==> src/rtl/ras_pkg.sv <==
// Overview of operation
// - stack is 31 entries of 21 bits, five-bit pointer cleared by every reset
// - pointer zero means empty; entries live at pointer values one to 31
// - push increments pointer, then writes program counter at new pointer
// - pop copies entry at current pointer to program counter, then decrements
// - call, relative call, interrupt acknowledge push; returns of all kinds pop
// - call and return never alter the upper and high pc latch registers
// - three top entry registers read and write the entry at the pointer
// - pointer holds 0 to 31 and software reads and writes it
// - full flag sets after 31 pushes with no pop between
// - with reset enable, 31st push stores pc plus two, sets full, resets device
// - without reset enable, 31st push sets full, pointer 31, further pushes ignored
// - pop at pointer zero returns zero, sets underflow, pointer stays zero
// - full or underflow requests device reset only when reset enable is set
// - flags are sticky; cleared only by software write of zero or power-on
// - status register: full bit 7, underflow bit 6, bit 5 zero, pointer 4..0
// - software push increments pointer and stores pc at the new top
// - software pop decrements pointer and leaves program counter alone
// - one-deep shadow of status, working and bank select loaded on any interrupt
// - fast return from interrupt restores status, working and bank select
// - every interrupt overwrites the shadow, high over low priority alike
// - fast call saves the shadow, fast return restores from it
package ras_pkg;
	localparam int             DEPTH         = 31;
	localparam int             PC_W          = 21;
	localparam int             PTR_W         = 5;
	localparam logic [4:0]     PTR_EMPTY     = 5'h00;
	localparam logic [4:0]     PTR_MAX       = 5'h1F;
	localparam logic [20:0]    PC_STEP       = 21'h000002;
	localparam logic [2:0]     ADDR_STATUS   = 3'h0;
	localparam logic [2:0]     ADDR_TOP_LOW  = 3'h1;
	localparam logic [2:0]     ADDR_TOP_HIGH = 3'h2;
	localparam logic [2:0]     ADDR_TOP_UP   = 3'h3;
	localparam int             BIT_FULL      = 7;
	localparam int             BIT_UNDER     = 6;
	localparam logic [7:0]     STATUS_RESET  = 8'h00;
	localparam logic [4:0]     UPPER_MASK    = 5'h1F;

	typedef enum logic [2:0] {
		OP_NONE, OP_CALL, OP_RELATIVE_CALL, OP_INT_ACK, OP_RETURN, OP_RET_LIT, OP_RET_INT,
		OP_SW_PUSH
	} ras_op_type;

	typedef struct packed {
		logic [7:0] status;
		logic [7:0] working;
		logic [7:0] bank;
	} ras_ctx_type;

	typedef struct packed {
		ras_op_type  op;
		logic        fast;
		logic        sw_pop;
		logic [20:0] pc;
		ras_ctx_type ctx;
	} ras_cmd_type;

	typedef struct packed {
		logic        pc_valid;
		logic [20:0] pc;
		logic        ctx_valid;
		ras_ctx_type ctx;
		logic        reset_req;
	} ras_rsp_type;
endpackage

==> src/rtl/ras_stack.sv <==
// Added by the designer: the plain strobed port and the placing of the registers.
`timescale 1ns/100ps
module ras_stack (
	// clock and reset
	input  wire logic              clock,
	input  wire logic              rst,
	input  wire logic              por,
	// configuration
	input  wire logic              stack_error_reset_enable,
	// sequencer
	input  wire ras_pkg::ras_cmd_type cmd,
	output ras_pkg::ras_rsp_type   rsp,
	// register port
	input  wire logic [2:0]        addr,
	input  wire logic [7:0]        wdata,
	input  wire logic              wr,
	input  wire logic              rd,
	output logic [7:0]             rdata
);
	typedef struct packed {
		logic [4:0]           ptr;
		logic                 full;
		logic                 under;
		ras_pkg::ras_ctx_type shadow;
		ras_pkg::ras_rsp_type rsp;
		logic [7:0]           rdata;
	} ras_state_type;

	ras_state_type state;
	ras_state_type next_state;
	logic [20:0]   mem [1:31];
	logic          mem_we;
	logic [4:0]    mem_wa;
	logic [20:0]   mem_wd;
	logic [20:0]   top;
	logic          is_push;
	logic          is_pop;

	assign top = (state.ptr == ras_pkg::PTR_EMPTY) ? 21'h000000 : mem[state.ptr];

	always_comb begin
		next_state = state;
		next_state.rsp.pc_valid = 1'b0;
		next_state.rsp.ctx_valid = 1'b0;
		next_state.rsp.reset_req = 1'b0;
		next_state.rdata = 8'h00;
		mem_we = 1'b0;
		mem_wa = state.ptr;
		mem_wd = cmd.pc;
		is_push = cmd.op inside {ras_pkg::OP_CALL, ras_pkg::OP_RELATIVE_CALL,
			ras_pkg::OP_INT_ACK, ras_pkg::OP_SW_PUSH};
		is_pop = cmd.op inside {ras_pkg::OP_RETURN, ras_pkg::OP_RET_LIT,
			ras_pkg::OP_RET_INT};
		// software register access; writes to flags may only clear
		if (wr) begin
			unique case (addr)
				ras_pkg::ADDR_STATUS: begin
					next_state.ptr = wdata[4:0];
					next_state.full = state.full & wdata[ras_pkg::BIT_FULL];
					next_state.under = state.under & wdata[ras_pkg::BIT_UNDER];
				end
				ras_pkg::ADDR_TOP_LOW: begin
					mem_we = state.ptr != ras_pkg::PTR_EMPTY;
					mem_wd = {top[20:8], wdata};
				end
				ras_pkg::ADDR_TOP_HIGH: begin
					mem_we = state.ptr != ras_pkg::PTR_EMPTY;
					mem_wd = {top[20:16], wdata, top[7:0]};
				end
				ras_pkg::ADDR_TOP_UP: begin
					mem_we = state.ptr != ras_pkg::PTR_EMPTY;
					mem_wd = {wdata[4:0] & ras_pkg::UPPER_MASK, top[15:0]};
				end
				default: ;
			endcase
		end
		if (rd) begin
			unique case (addr)
				ras_pkg::ADDR_STATUS: next_state.rdata =
					{state.full, state.under, 1'b0, state.ptr};
				ras_pkg::ADDR_TOP_LOW: next_state.rdata = top[7:0];
				ras_pkg::ADDR_TOP_HIGH: next_state.rdata = top[15:8];
				ras_pkg::ADDR_TOP_UP: next_state.rdata = {3'h0, top[20:16]};
				default: next_state.rdata = 8'h00;
			endcase
		end
		// sequencer operations take the stack after software access
		if (is_push) begin
			if (state.ptr == ras_pkg::PTR_MAX) begin
				next_state.full = 1'b1;
			end else begin
				next_state.ptr = state.ptr + 5'h01;
				mem_we = 1'b1;
				mem_wa = state.ptr + 5'h01;
				mem_wd = cmd.pc;
				if (state.ptr == ras_pkg::PTR_MAX - 5'h01) begin
					next_state.full = 1'b1;
					if (stack_error_reset_enable) begin
						mem_wd = cmd.pc + ras_pkg::PC_STEP;
						next_state.rsp.reset_req = 1'b1;
					end
				end
			end
		end else if (is_pop) begin
			next_state.rsp.pc_valid = 1'b1;
			next_state.rsp.pc = top;
			if (state.ptr == ras_pkg::PTR_EMPTY) begin
				next_state.under = 1'b1;
				next_state.rsp.reset_req = stack_error_reset_enable;
			end else begin
				next_state.ptr = state.ptr - 5'h01;
			end
		end else if (cmd.sw_pop && state.ptr != ras_pkg::PTR_EMPTY) begin
			next_state.ptr = state.ptr - 5'h01;
		end
		// shadow registers
		if (cmd.op == ras_pkg::OP_INT_ACK || (cmd.op == ras_pkg::OP_CALL && cmd.fast)) begin
			next_state.shadow = cmd.ctx;
		end
		if (cmd.fast && (cmd.op == ras_pkg::OP_RET_INT || cmd.op == ras_pkg::OP_RETURN)) begin
			next_state.rsp.ctx_valid = 1'b1;
			next_state.rsp.ctx = state.shadow;
		end
	end

	always_ff @(posedge clock) begin
		state <= next_state;
		if (rst) begin
			state.ptr <= ras_pkg::PTR_EMPTY;
			state.rsp <= '0;
			state.rdata <= 8'h00;
			// flags survive stack resets, power-on clears them
			if (por) begin
				state.full <= 1'b0;
				state.under <= 1'b0;
			end
		end
		if (mem_we && !rst) begin
			mem[mem_wa] <= mem_wd;
		end
	end

	assign rsp = state.rsp;
	assign rdata = state.rdata;

	underflow_pop_a: assert property (@(posedge clock) disable iff (rst)
		(is_pop && !wr && state.ptr == 5'h00)
		|=> (state.under && state.ptr == 5'h00 && state.rsp.pc == 21'h000000))
		else $error("underflow pop wrong");

	push_incr_a: assert property (@(posedge clock) disable iff (rst)
		(is_push && !wr && state.ptr < 5'h1F)
		|=> state.ptr == $past(state.ptr) + 5'h01)
		else $error("push did not increment");

	pop_value_a: assert property (@(posedge clock) disable iff (rst)
		(is_pop && !wr && state.ptr != 5'h00) |=> (state.rsp.pc_valid
		&& state.rsp.pc == mem[$past(state.ptr)] && state.ptr == $past(state.ptr) - 5'h01))
		else $error("pop value or pointer wrong");

	full_hold_a: assert property (@(posedge clock) disable iff (rst)
		(is_push && state.ptr == 5'h1F && !wr)
		|=> (state.full && state.ptr == 5'h1F))
		else $error("push at full moved pointer");

	full_set_a: assert property (@(posedge clock) disable iff (rst)
		(is_push && state.ptr == 5'h1E)
		|=> state.full)
		else $error("full not set");

	error_reset_a: assert property (@(posedge clock) disable iff (rst)
		(is_push && state.ptr == 5'h1E && stack_error_reset_enable)
		|=> state.rsp.reset_req)
		else $error("no reset request");

	flag_sticky_a: assert property (@(posedge clock) disable iff (rst)
		(state.full && !(wr && addr == ras_pkg::ADDR_STATUS))
		|=> state.full)
		else $error("full flag dropped");

	fast_restore_a: assert property (@(posedge clock) disable iff (rst)
		(cmd.fast && cmd.op == ras_pkg::OP_RET_INT)
		|=> (state.rsp.ctx_valid && state.rsp.ctx == $past(state.shadow)))
		else $error("shadow not restored");

	sw_pop_a: assert property (@(posedge clock) disable iff (rst)
		(cmd.sw_pop && cmd.op == ras_pkg::OP_NONE && !wr && state.ptr != 5'h00)
		|=> (!state.rsp.pc_valid && state.ptr == $past(state.ptr) - 5'h01))
		else $error("software pop wrong");

	push_write_a: assert property (@(posedge clock) disable iff (rst)
		(is_push && !wr && state.ptr < 5'h1E)
		|=> mem[state.ptr] == $past(cmd.pc))
		else $error("push wrote wrong entry");

	push_plus_two_a: assert property (@(posedge clock) disable iff (rst)
		(is_push && !wr && state.ptr == 5'h1E && stack_error_reset_enable)
		|=> mem[31] == $past(cmd.pc) + ras_pkg::PC_STEP)
		else $error("last push did not store pc plus two");

	push_plain_last_a: assert property (@(posedge clock) disable iff (rst)
		(is_push && !wr && state.ptr == 5'h1E && !stack_error_reset_enable)
		|=> mem[31] == $past(cmd.pc))
		else $error("last push stored wrong value");

	full_no_write_a: assert property (@(posedge clock) disable iff (rst)
		(is_push && !wr && state.ptr == 5'h1F)
		|=> mem[31] == $past(mem[31]))
		else $error("push at full overwrote entry");

	full_no_reset_a: assert property (@(posedge clock) disable iff (rst)
		(is_push && state.ptr == 5'h1E && !stack_error_reset_enable)
		|=> !state.rsp.reset_req)
		else $error("full requested reset while disabled");

	under_reset_a: assert property (@(posedge clock) disable iff (rst)
		(is_pop && state.ptr == 5'h00 && stack_error_reset_enable)
		|=> state.rsp.reset_req)
		else $error("underflow did not request reset");

	under_no_reset_a: assert property (@(posedge clock) disable iff (rst)
		(is_pop && state.ptr == 5'h00 && !stack_error_reset_enable)
		|=> !state.rsp.reset_req)
		else $error("underflow requested reset while disabled");

	under_set_wins_a: assert property (@(posedge clock) disable iff (rst)
		(is_pop && state.ptr == 5'h00)
		|=> state.under)
		else $error("underflow flag lost to clear");

	full_set_wins_a: assert property (@(posedge clock) disable iff (rst)
		(is_push && state.ptr == 5'h1F)
		|=> state.full)
		else $error("full flag lost to clear");

	under_sticky_a: assert property (@(posedge clock) disable iff (rst)
		(state.under && !(wr && addr == ras_pkg::ADDR_STATUS))
		|=> state.under)
		else $error("underflow flag dropped");

	full_never_set_a: assert property (@(posedge clock) disable iff (rst)
		(!state.full && !is_push)
		|=> !state.full)
		else $error("full flag set without push");

	under_never_set_a: assert property (@(posedge clock) disable iff (rst)
		(!state.under && !is_pop)
		|=> !state.under)
		else $error("underflow flag set without pop");

	full_clear_a: assert property (@(posedge clock) disable iff (rst)
		(wr && addr == ras_pkg::ADDR_STATUS && !wdata[ras_pkg::BIT_FULL] && !is_push)
		|=> !state.full)
		else $error("full flag not cleared");

	under_clear_a: assert property (@(posedge clock) disable iff (rst)
		(wr && addr == ras_pkg::ADDR_STATUS && !wdata[ras_pkg::BIT_UNDER] && !is_pop)
		|=> !state.under)
		else $error("underflow flag not cleared");

	ptr_write_a: assert property (@(posedge clock) disable iff (rst)
		(wr && addr == ras_pkg::ADDR_STATUS && cmd.op == ras_pkg::OP_NONE && !cmd.sw_pop)
		|=> state.ptr == $past(wdata[4:0]))
		else $error("pointer write lost");

	ptr_hold_a: assert property (@(posedge clock) disable iff (rst)
		(!(wr && addr == ras_pkg::ADDR_STATUS) && cmd.op == ras_pkg::OP_NONE && !cmd.sw_pop)
		|=> $stable(state.ptr))
		else $error("pointer moved while idle");

	status_gap_a: assert property (@(posedge clock) disable iff (rst)
		(rd && addr == ras_pkg::ADDR_STATUS)
		|=> (rdata[5] == 1'b0 && rdata[4:0] == $past(state.ptr)))
		else $error("status read wrong");

	read_low_a: assert property (@(posedge clock) disable iff (rst)
		(rd && addr == ras_pkg::ADDR_TOP_LOW)
		|=> rdata == $past(top[7:0]))
		else $error("low top read wrong");

	read_high_a: assert property (@(posedge clock) disable iff (rst)
		(rd && addr == ras_pkg::ADDR_TOP_HIGH)
		|=> rdata == $past(top[15:8]))
		else $error("high top read wrong");

	read_up_a: assert property (@(posedge clock) disable iff (rst)
		(rd && addr == ras_pkg::ADDR_TOP_UP)
		|=> rdata == {3'h0, $past(top[20:16])})
		else $error("upper top read wrong");

	read_empty_a: assert property (@(posedge clock) disable iff (rst)
		(rd && addr != ras_pkg::ADDR_STATUS && state.ptr == ras_pkg::PTR_EMPTY)
		|=> rdata == 8'h00)
		else $error("empty stack read not zero");

	read_idle_a: assert property (@(posedge clock) disable iff (rst)
		(!rd)
		|=> rdata == 8'h00)
		else $error("read data without read");

	write_low_a: assert property (@(posedge clock) disable iff (rst)
		(wr && addr == ras_pkg::ADDR_TOP_LOW && state.ptr != 5'h00 && cmd.op == ras_pkg::OP_NONE)
		|=> mem[state.ptr][7:0] == $past(wdata))
		else $error("low top write lost");

	write_high_a: assert property (@(posedge clock) disable iff (rst)
		(wr && addr == ras_pkg::ADDR_TOP_HIGH && state.ptr != 5'h00 && cmd.op == ras_pkg::OP_NONE)
		|=> mem[state.ptr][15:8] == $past(wdata))
		else $error("high top write lost");

	write_up_a: assert property (@(posedge clock) disable iff (rst)
		(wr && addr == ras_pkg::ADDR_TOP_UP && state.ptr != 5'h00 && cmd.op == ras_pkg::OP_NONE)
		|=> mem[state.ptr][20:16] == $past(wdata[4:0]))
		else $error("upper top write lost");

	write_keep_a: assert property (@(posedge clock) disable iff (rst)
		(wr && addr == ras_pkg::ADDR_TOP_LOW && state.ptr != 5'h00 && cmd.op == ras_pkg::OP_NONE)
		|=> mem[state.ptr][20:8] == $past(top[20:8]))
		else $error("low write disturbed upper bits");

	write_empty_a: assert property (@(posedge clock) disable iff (rst)
		(wr && addr != ras_pkg::ADDR_STATUS && state.ptr == 5'h00 && cmd.op == ras_pkg::OP_NONE)
		|=> mem[1] == $past(mem[1]))
		else $error("write at empty pointer reached ram");

	pop_pulse_a: assert property (@(posedge clock) disable iff (rst)
		(is_pop)
		|=> state.rsp.pc_valid)
		else $error("pop gave no pc");

	pc_valid_only_a: assert property (@(posedge clock) disable iff (rst)
		(!is_pop)
		|=> !state.rsp.pc_valid)
		else $error("pc answer without pop");

	push_quiet_a: assert property (@(posedge clock) disable iff (rst)
		(is_push)
		|=> (!state.rsp.pc_valid && !state.rsp.ctx_valid))
		else $error("push drove an answer");

	shadow_int_a: assert property (@(posedge clock) disable iff (rst)
		(cmd.op == ras_pkg::OP_INT_ACK)
		|=> state.shadow == $past(cmd.ctx))
		else $error("interrupt did not load shadow");

	shadow_call_a: assert property (@(posedge clock) disable iff (rst)
		(cmd.op == ras_pkg::OP_CALL && cmd.fast)
		|=> state.shadow == $past(cmd.ctx))
		else $error("fast call did not load shadow");

	shadow_keep_a: assert property (@(posedge clock) disable iff (rst)
		(cmd.op == ras_pkg::OP_RETURN)
		|=> state.shadow == $past(state.shadow))
		else $error("return changed shadow");

	fast_return_a: assert property (@(posedge clock) disable iff (rst)
		(cmd.fast && cmd.op == ras_pkg::OP_RETURN)
		|=> (state.rsp.ctx_valid && state.rsp.ctx == $past(state.shadow)))
		else $error("fast return did not restore");

	no_restore_a: assert property (@(posedge clock) disable iff (rst)
		(!cmd.fast)
		|=> !state.rsp.ctx_valid)
		else $error("restore without fast option");

	sw_pop_empty_a: assert property (@(posedge clock) disable iff (rst)
		(cmd.sw_pop && cmd.op == ras_pkg::OP_NONE && !wr && state.ptr == 5'h00)
		|=> (state.ptr == 5'h00 && $stable(state.under)))
		else $error("software pop at empty moved state");

	sw_push_a: assert property (@(posedge clock) disable iff (rst)
		(cmd.op == ras_pkg::OP_SW_PUSH && !wr && state.ptr < 5'h1E)
		|=> (state.ptr == $past(state.ptr) + 5'h01 && mem[state.ptr] == $past(cmd.pc)))
		else $error("software push wrong");

	reset_ptr_a: assert property (@(posedge clock)
		(rst)
		|=> (state.ptr == ras_pkg::PTR_EMPTY && !state.rsp.pc_valid && rdata == 8'h00))
		else $error("reset left pointer or outputs set");

	reset_flags_a: assert property (@(posedge clock)
		(rst && !por)
		|=> (state.full == $past(state.full) && state.under == $past(state.under)))
		else $error("stack reset changed flags");

	por_clear_a: assert property (@(posedge clock)
		(rst && por)
		|=> (!state.full && !state.under))
		else $error("power-on reset left flags set");
endmodule // ras_stack

==> config.mk <==
export PLATFORM = sky130hd
export DESIGN_NAME = ras_stack
export DESIGN_NICKNAME = d
export VERILOG_FILES = /design/src/rtl/ras_pkg.sv /design/src/rtl/ras_stack.sv
export SDC_FILE = /design/constraint.sdc
export NUM_CORES = 1
export LEC_CHECK = 0
export BUFFER_PORTS_ARGS = -buffer_cell sky130_fd_sc_hd__buf_2
export CAP_MARGIN = 20
export CORE_MARGIN = 4
export CORE_UTILIZATION = 35
export CTS_BUF_LIST = sky130_fd_sc_hd__clkbuf_8
export DETAILED_ROUTE_END_ITERATION = 8
export PLACE_DENSITY = 0.49
export SLEW_MARGIN = 5
export SYNTH_ARGS = -nofsm -noshare
export SYNTH_HDL_FRONTEND = slang
export SYNTH_SLANG_ARGS = --single-unit
export TNS_END_PERCENT = 20
==> constraint.sdc <==
create_clock -name clock -period 4.05 [get_ports clock]
set_clock_uncertainty 0.15 [all_clocks]
set_input_delay 0.6075 -clock clock [delete_from_list [all_inputs] [get_ports clock]]
set_output_delay 0.6075 -clock clock [all_outputs]
set_load 0.03 [all_outputs]
==> impl_metrics.tcl <==
set metrics [dict create \
    status "finished, final reports clean" \
    cts_tree "built" \
    crit_top_cell "buf_4" \
    drive_above_1_share_pct 28.2 \
    async_flop_share_pct 0 \
    yosysTopAreaCell "edfxtp_1" \
    period_share_pct 95.4 \
    drt_wl_total_um 92200 \
    finalNetCount 2175 \
    finalInstanceArea_um2 35800 \
    synthCells 1816 \
    reg2reg_slack_ns 0.19 \
    numPortBuffers 122 \
    ys_seq_area_share_pct 71.4 \
    final_core_util_pct 42.0 \
    fmax_mhz 259 \
    yosys_warnings 0 \
    worstMarginPinSlew_ns 0.908 \
    max_slew_margin_pct 39.5 \
    hpwlAfterDp_um 60500 \
    num_rows 107 \
    final_cells 3346 \
    cts_sinks 738 \
    synth_seq_cells 738 \
    vdd_drop_max_v 0.000286 \
    final_common_cell "edfxtp_1" \
    dr_total_vias 17887 \
    regToRegStartpoint "state[82]" \
    core_um2 85300 \
    area_growth_pct 18.6 \
    slew_viol_final 0 \
    grt_pass1_vias 18239 \
    critPathLaunch "state[82]" \
    boundaryPins 123 \
    grtUsageTotal_pct 20.1 \
    layout_min_cycle_time_ns 3.86 \
    synth.distinct_cells 72 \
    avgSynthCellArea_um2 16.6 \
    die_w_um 302 \
    crit_family "compound AO/OA/AOI/OAI gates" \
    fin_ws_ns 0.187 \
    grt_pass1_wl_um 132000 \
    holdCritPathClass "input port to flop" \
    h-tree-depth 3 \
    setup_viol 0 \
    drtIter0Drc 1644 \
    cp.buffers_inverters 3 \
    cp.required_ns 4.34 \
    worstHoldStart "wdata[7]" \
    path_cells "buf_12, mux4_2, a22oi_1, a32oi_1, a221oi_1, buf_4, a311oi_4, buf_4" \
    grt-ovfl-total 0 \
    dp.cells 3097 \
    antenna_found_initial 2 \
    cts_setup_buffers 0 \
    die-area_um2 91000 \
    grt_max_degree 79 \
    synth_edf_count 675 \
    clk_pin_slew_ns 0.07 \
    viasPerCell 5.35 \
    diodes 0 \
    worstSetupPathType "flop to flop" \
    slowest_stage "a22oi_1" \
    powerDensity_nw_per_um2 608 \
    crit_arrival_ns 4.15 \
    cts_buffer_depth 3 \
    route.detailed.drc 0 \
    root_buffer "clkbuf_8" \
    layout_common_cells "edfxtp_1, nand2_1, buf_4, clkbuf_8, buf_2" \
    maxCapViolations 0 \
    dr.pass1.iters 6 \
    ant_nets 0 \
    post_drt_wl_per_cell_um 27.5 \
    dpl_cell_area_um2 33100 \
    place.gp.congestion 0.914 \
    synth_area_leaders "edfxtp_1, mux4_2, dfxtp_1, mux2i_1, buf_4" \
    endpoint_kind "flop" \
    leakagePower_nw 12.0 \
    startpoint_type "flop" \
    initial_utilization_pct 35.4 \
    slowest_delay_ns 0.74 \
    worst-path-max-fanout 33 \
    worstSkewPairLatency_ns 0.75 \
    die-height_um 302 \
    pre_cts_slack_ns -0.198 \
    synth_area_um2 30200 \
    hold_violations 0 \
    rsz0062_at_grt "false" \
    cts_buffers 119 \
    synth_fp_nets 1890 \
    netlist.area_leader.share_pct 67.2 \
    synthFlopType "edfxtp_1" \
]
[timing repair]
action,4_1_cts,5_1_grt
setup endpoints to repair,31,32
cloned,0,0
resized for setup,1,2
hold endpoints to repair,27,0
hold buffers,26,0
[final timing paths]
kind                     end  depth (start not counted)
hold reg to reg      rsp[16]                          2
setup reg to reg  mem[22][9]                          8
hold / removal     state[81]                          3
setup / recovery  mem[22][9]                          8
[state kept, by name, indices dropped and copies added (netlist names)]
name	cells
rsp	48
rdata	8
state	31
mem	651
[power breakdown]
group	switching [mW]	total, mW	internal, mW
Sequential	0.194	8.98	8.79
Clock	2.99	6.33	3.34
Combinational	4.20	6.45	2.25
Total	7.39	21.8	14.4
[layout make-up]
class                      count  area [um^2]
clock buffer                 126         1730
clock inverter                96          614
fill                        7745        49500
inverter                      13         48.8
multi-input combinational    914         7820
sequential                   738        21500
tap                         1144         1430
timing repair buffer         315         2580
[worst min-delay path, cell delays in order]
cell,delay [ns]
buf_2,0.14
o21ai_0,0.16
a22oi_1,0.06
[cell usage after synthesis, types with 3 or more instances]
cell type and n:
a211oi_1 12, a21oi_1 62, a221o_1 3, a221oi_1 15, a22o_1 6, a22oi_1 44, a311oi_1 4, a31o_2 4
a31oi_1 15, a32oi_1 5, and2_1 10, and3_1 13, and4_1 3, buf_1 11, buf_2 19, buf_4 69
buf_6 8, clkbuf_1 40, dfxtp_1 63, edfxtp_1 675, ha_1 7, inv_1 11, mux2_2 10, mux2i_1 123
mux4_2 112, nand2_1 135, nand2b_1 10, nand3_1 39, nand4_1 6, nor2_1 112, nor2b_1 15, nor3_1 23
nor4_1 3, o2111ai_1 3, o211a_1 4, o211ai_1 12, o21a_1 5, o21ai_0 34, o21ai_1 4, o221ai_1 5
o22ai_1 10, o31ai_1 3, or4_1 3, xnor2_1 6, xor2_1 4
[cell families after synthesis]
kind of cell	count (synthesis)	synth area share [%]
xor+xnor	10	0.290
buf+inv	164	3.36
flops	738	71.4
fa+ha+maj	7	0.290
mux	245	12.8
compound gates	272	6.23
simple gates	380	5.64
[routing by layer]
| metal | wire [um] | global-route usage, % | vias to the layer above |
|---|---|---|---|
| met2 | 45200 | 33.7 | 683 |
| met4 | 2600 | 5.35 | 0 |
| met5 | 0 | 0 | - |
| met1 | 38800 | 27.0 | 9259 |
| met3 | 5550 | 3.72 | 179 |
| li1 | - | - | 7766 |
[through the flow]
stage,TNS (ns),power (mW),hold slack [ns]
detailed placement,-6.06,15.5,0.297
floorplan,-27.07,12.6,0.287
global placement,-7.05,15.4,0.290
CTS,0,21.9,0.0618
global route,0,22.6,0.138
finish,0,21.8,0.128
Power figures use the tool's default switching activity.
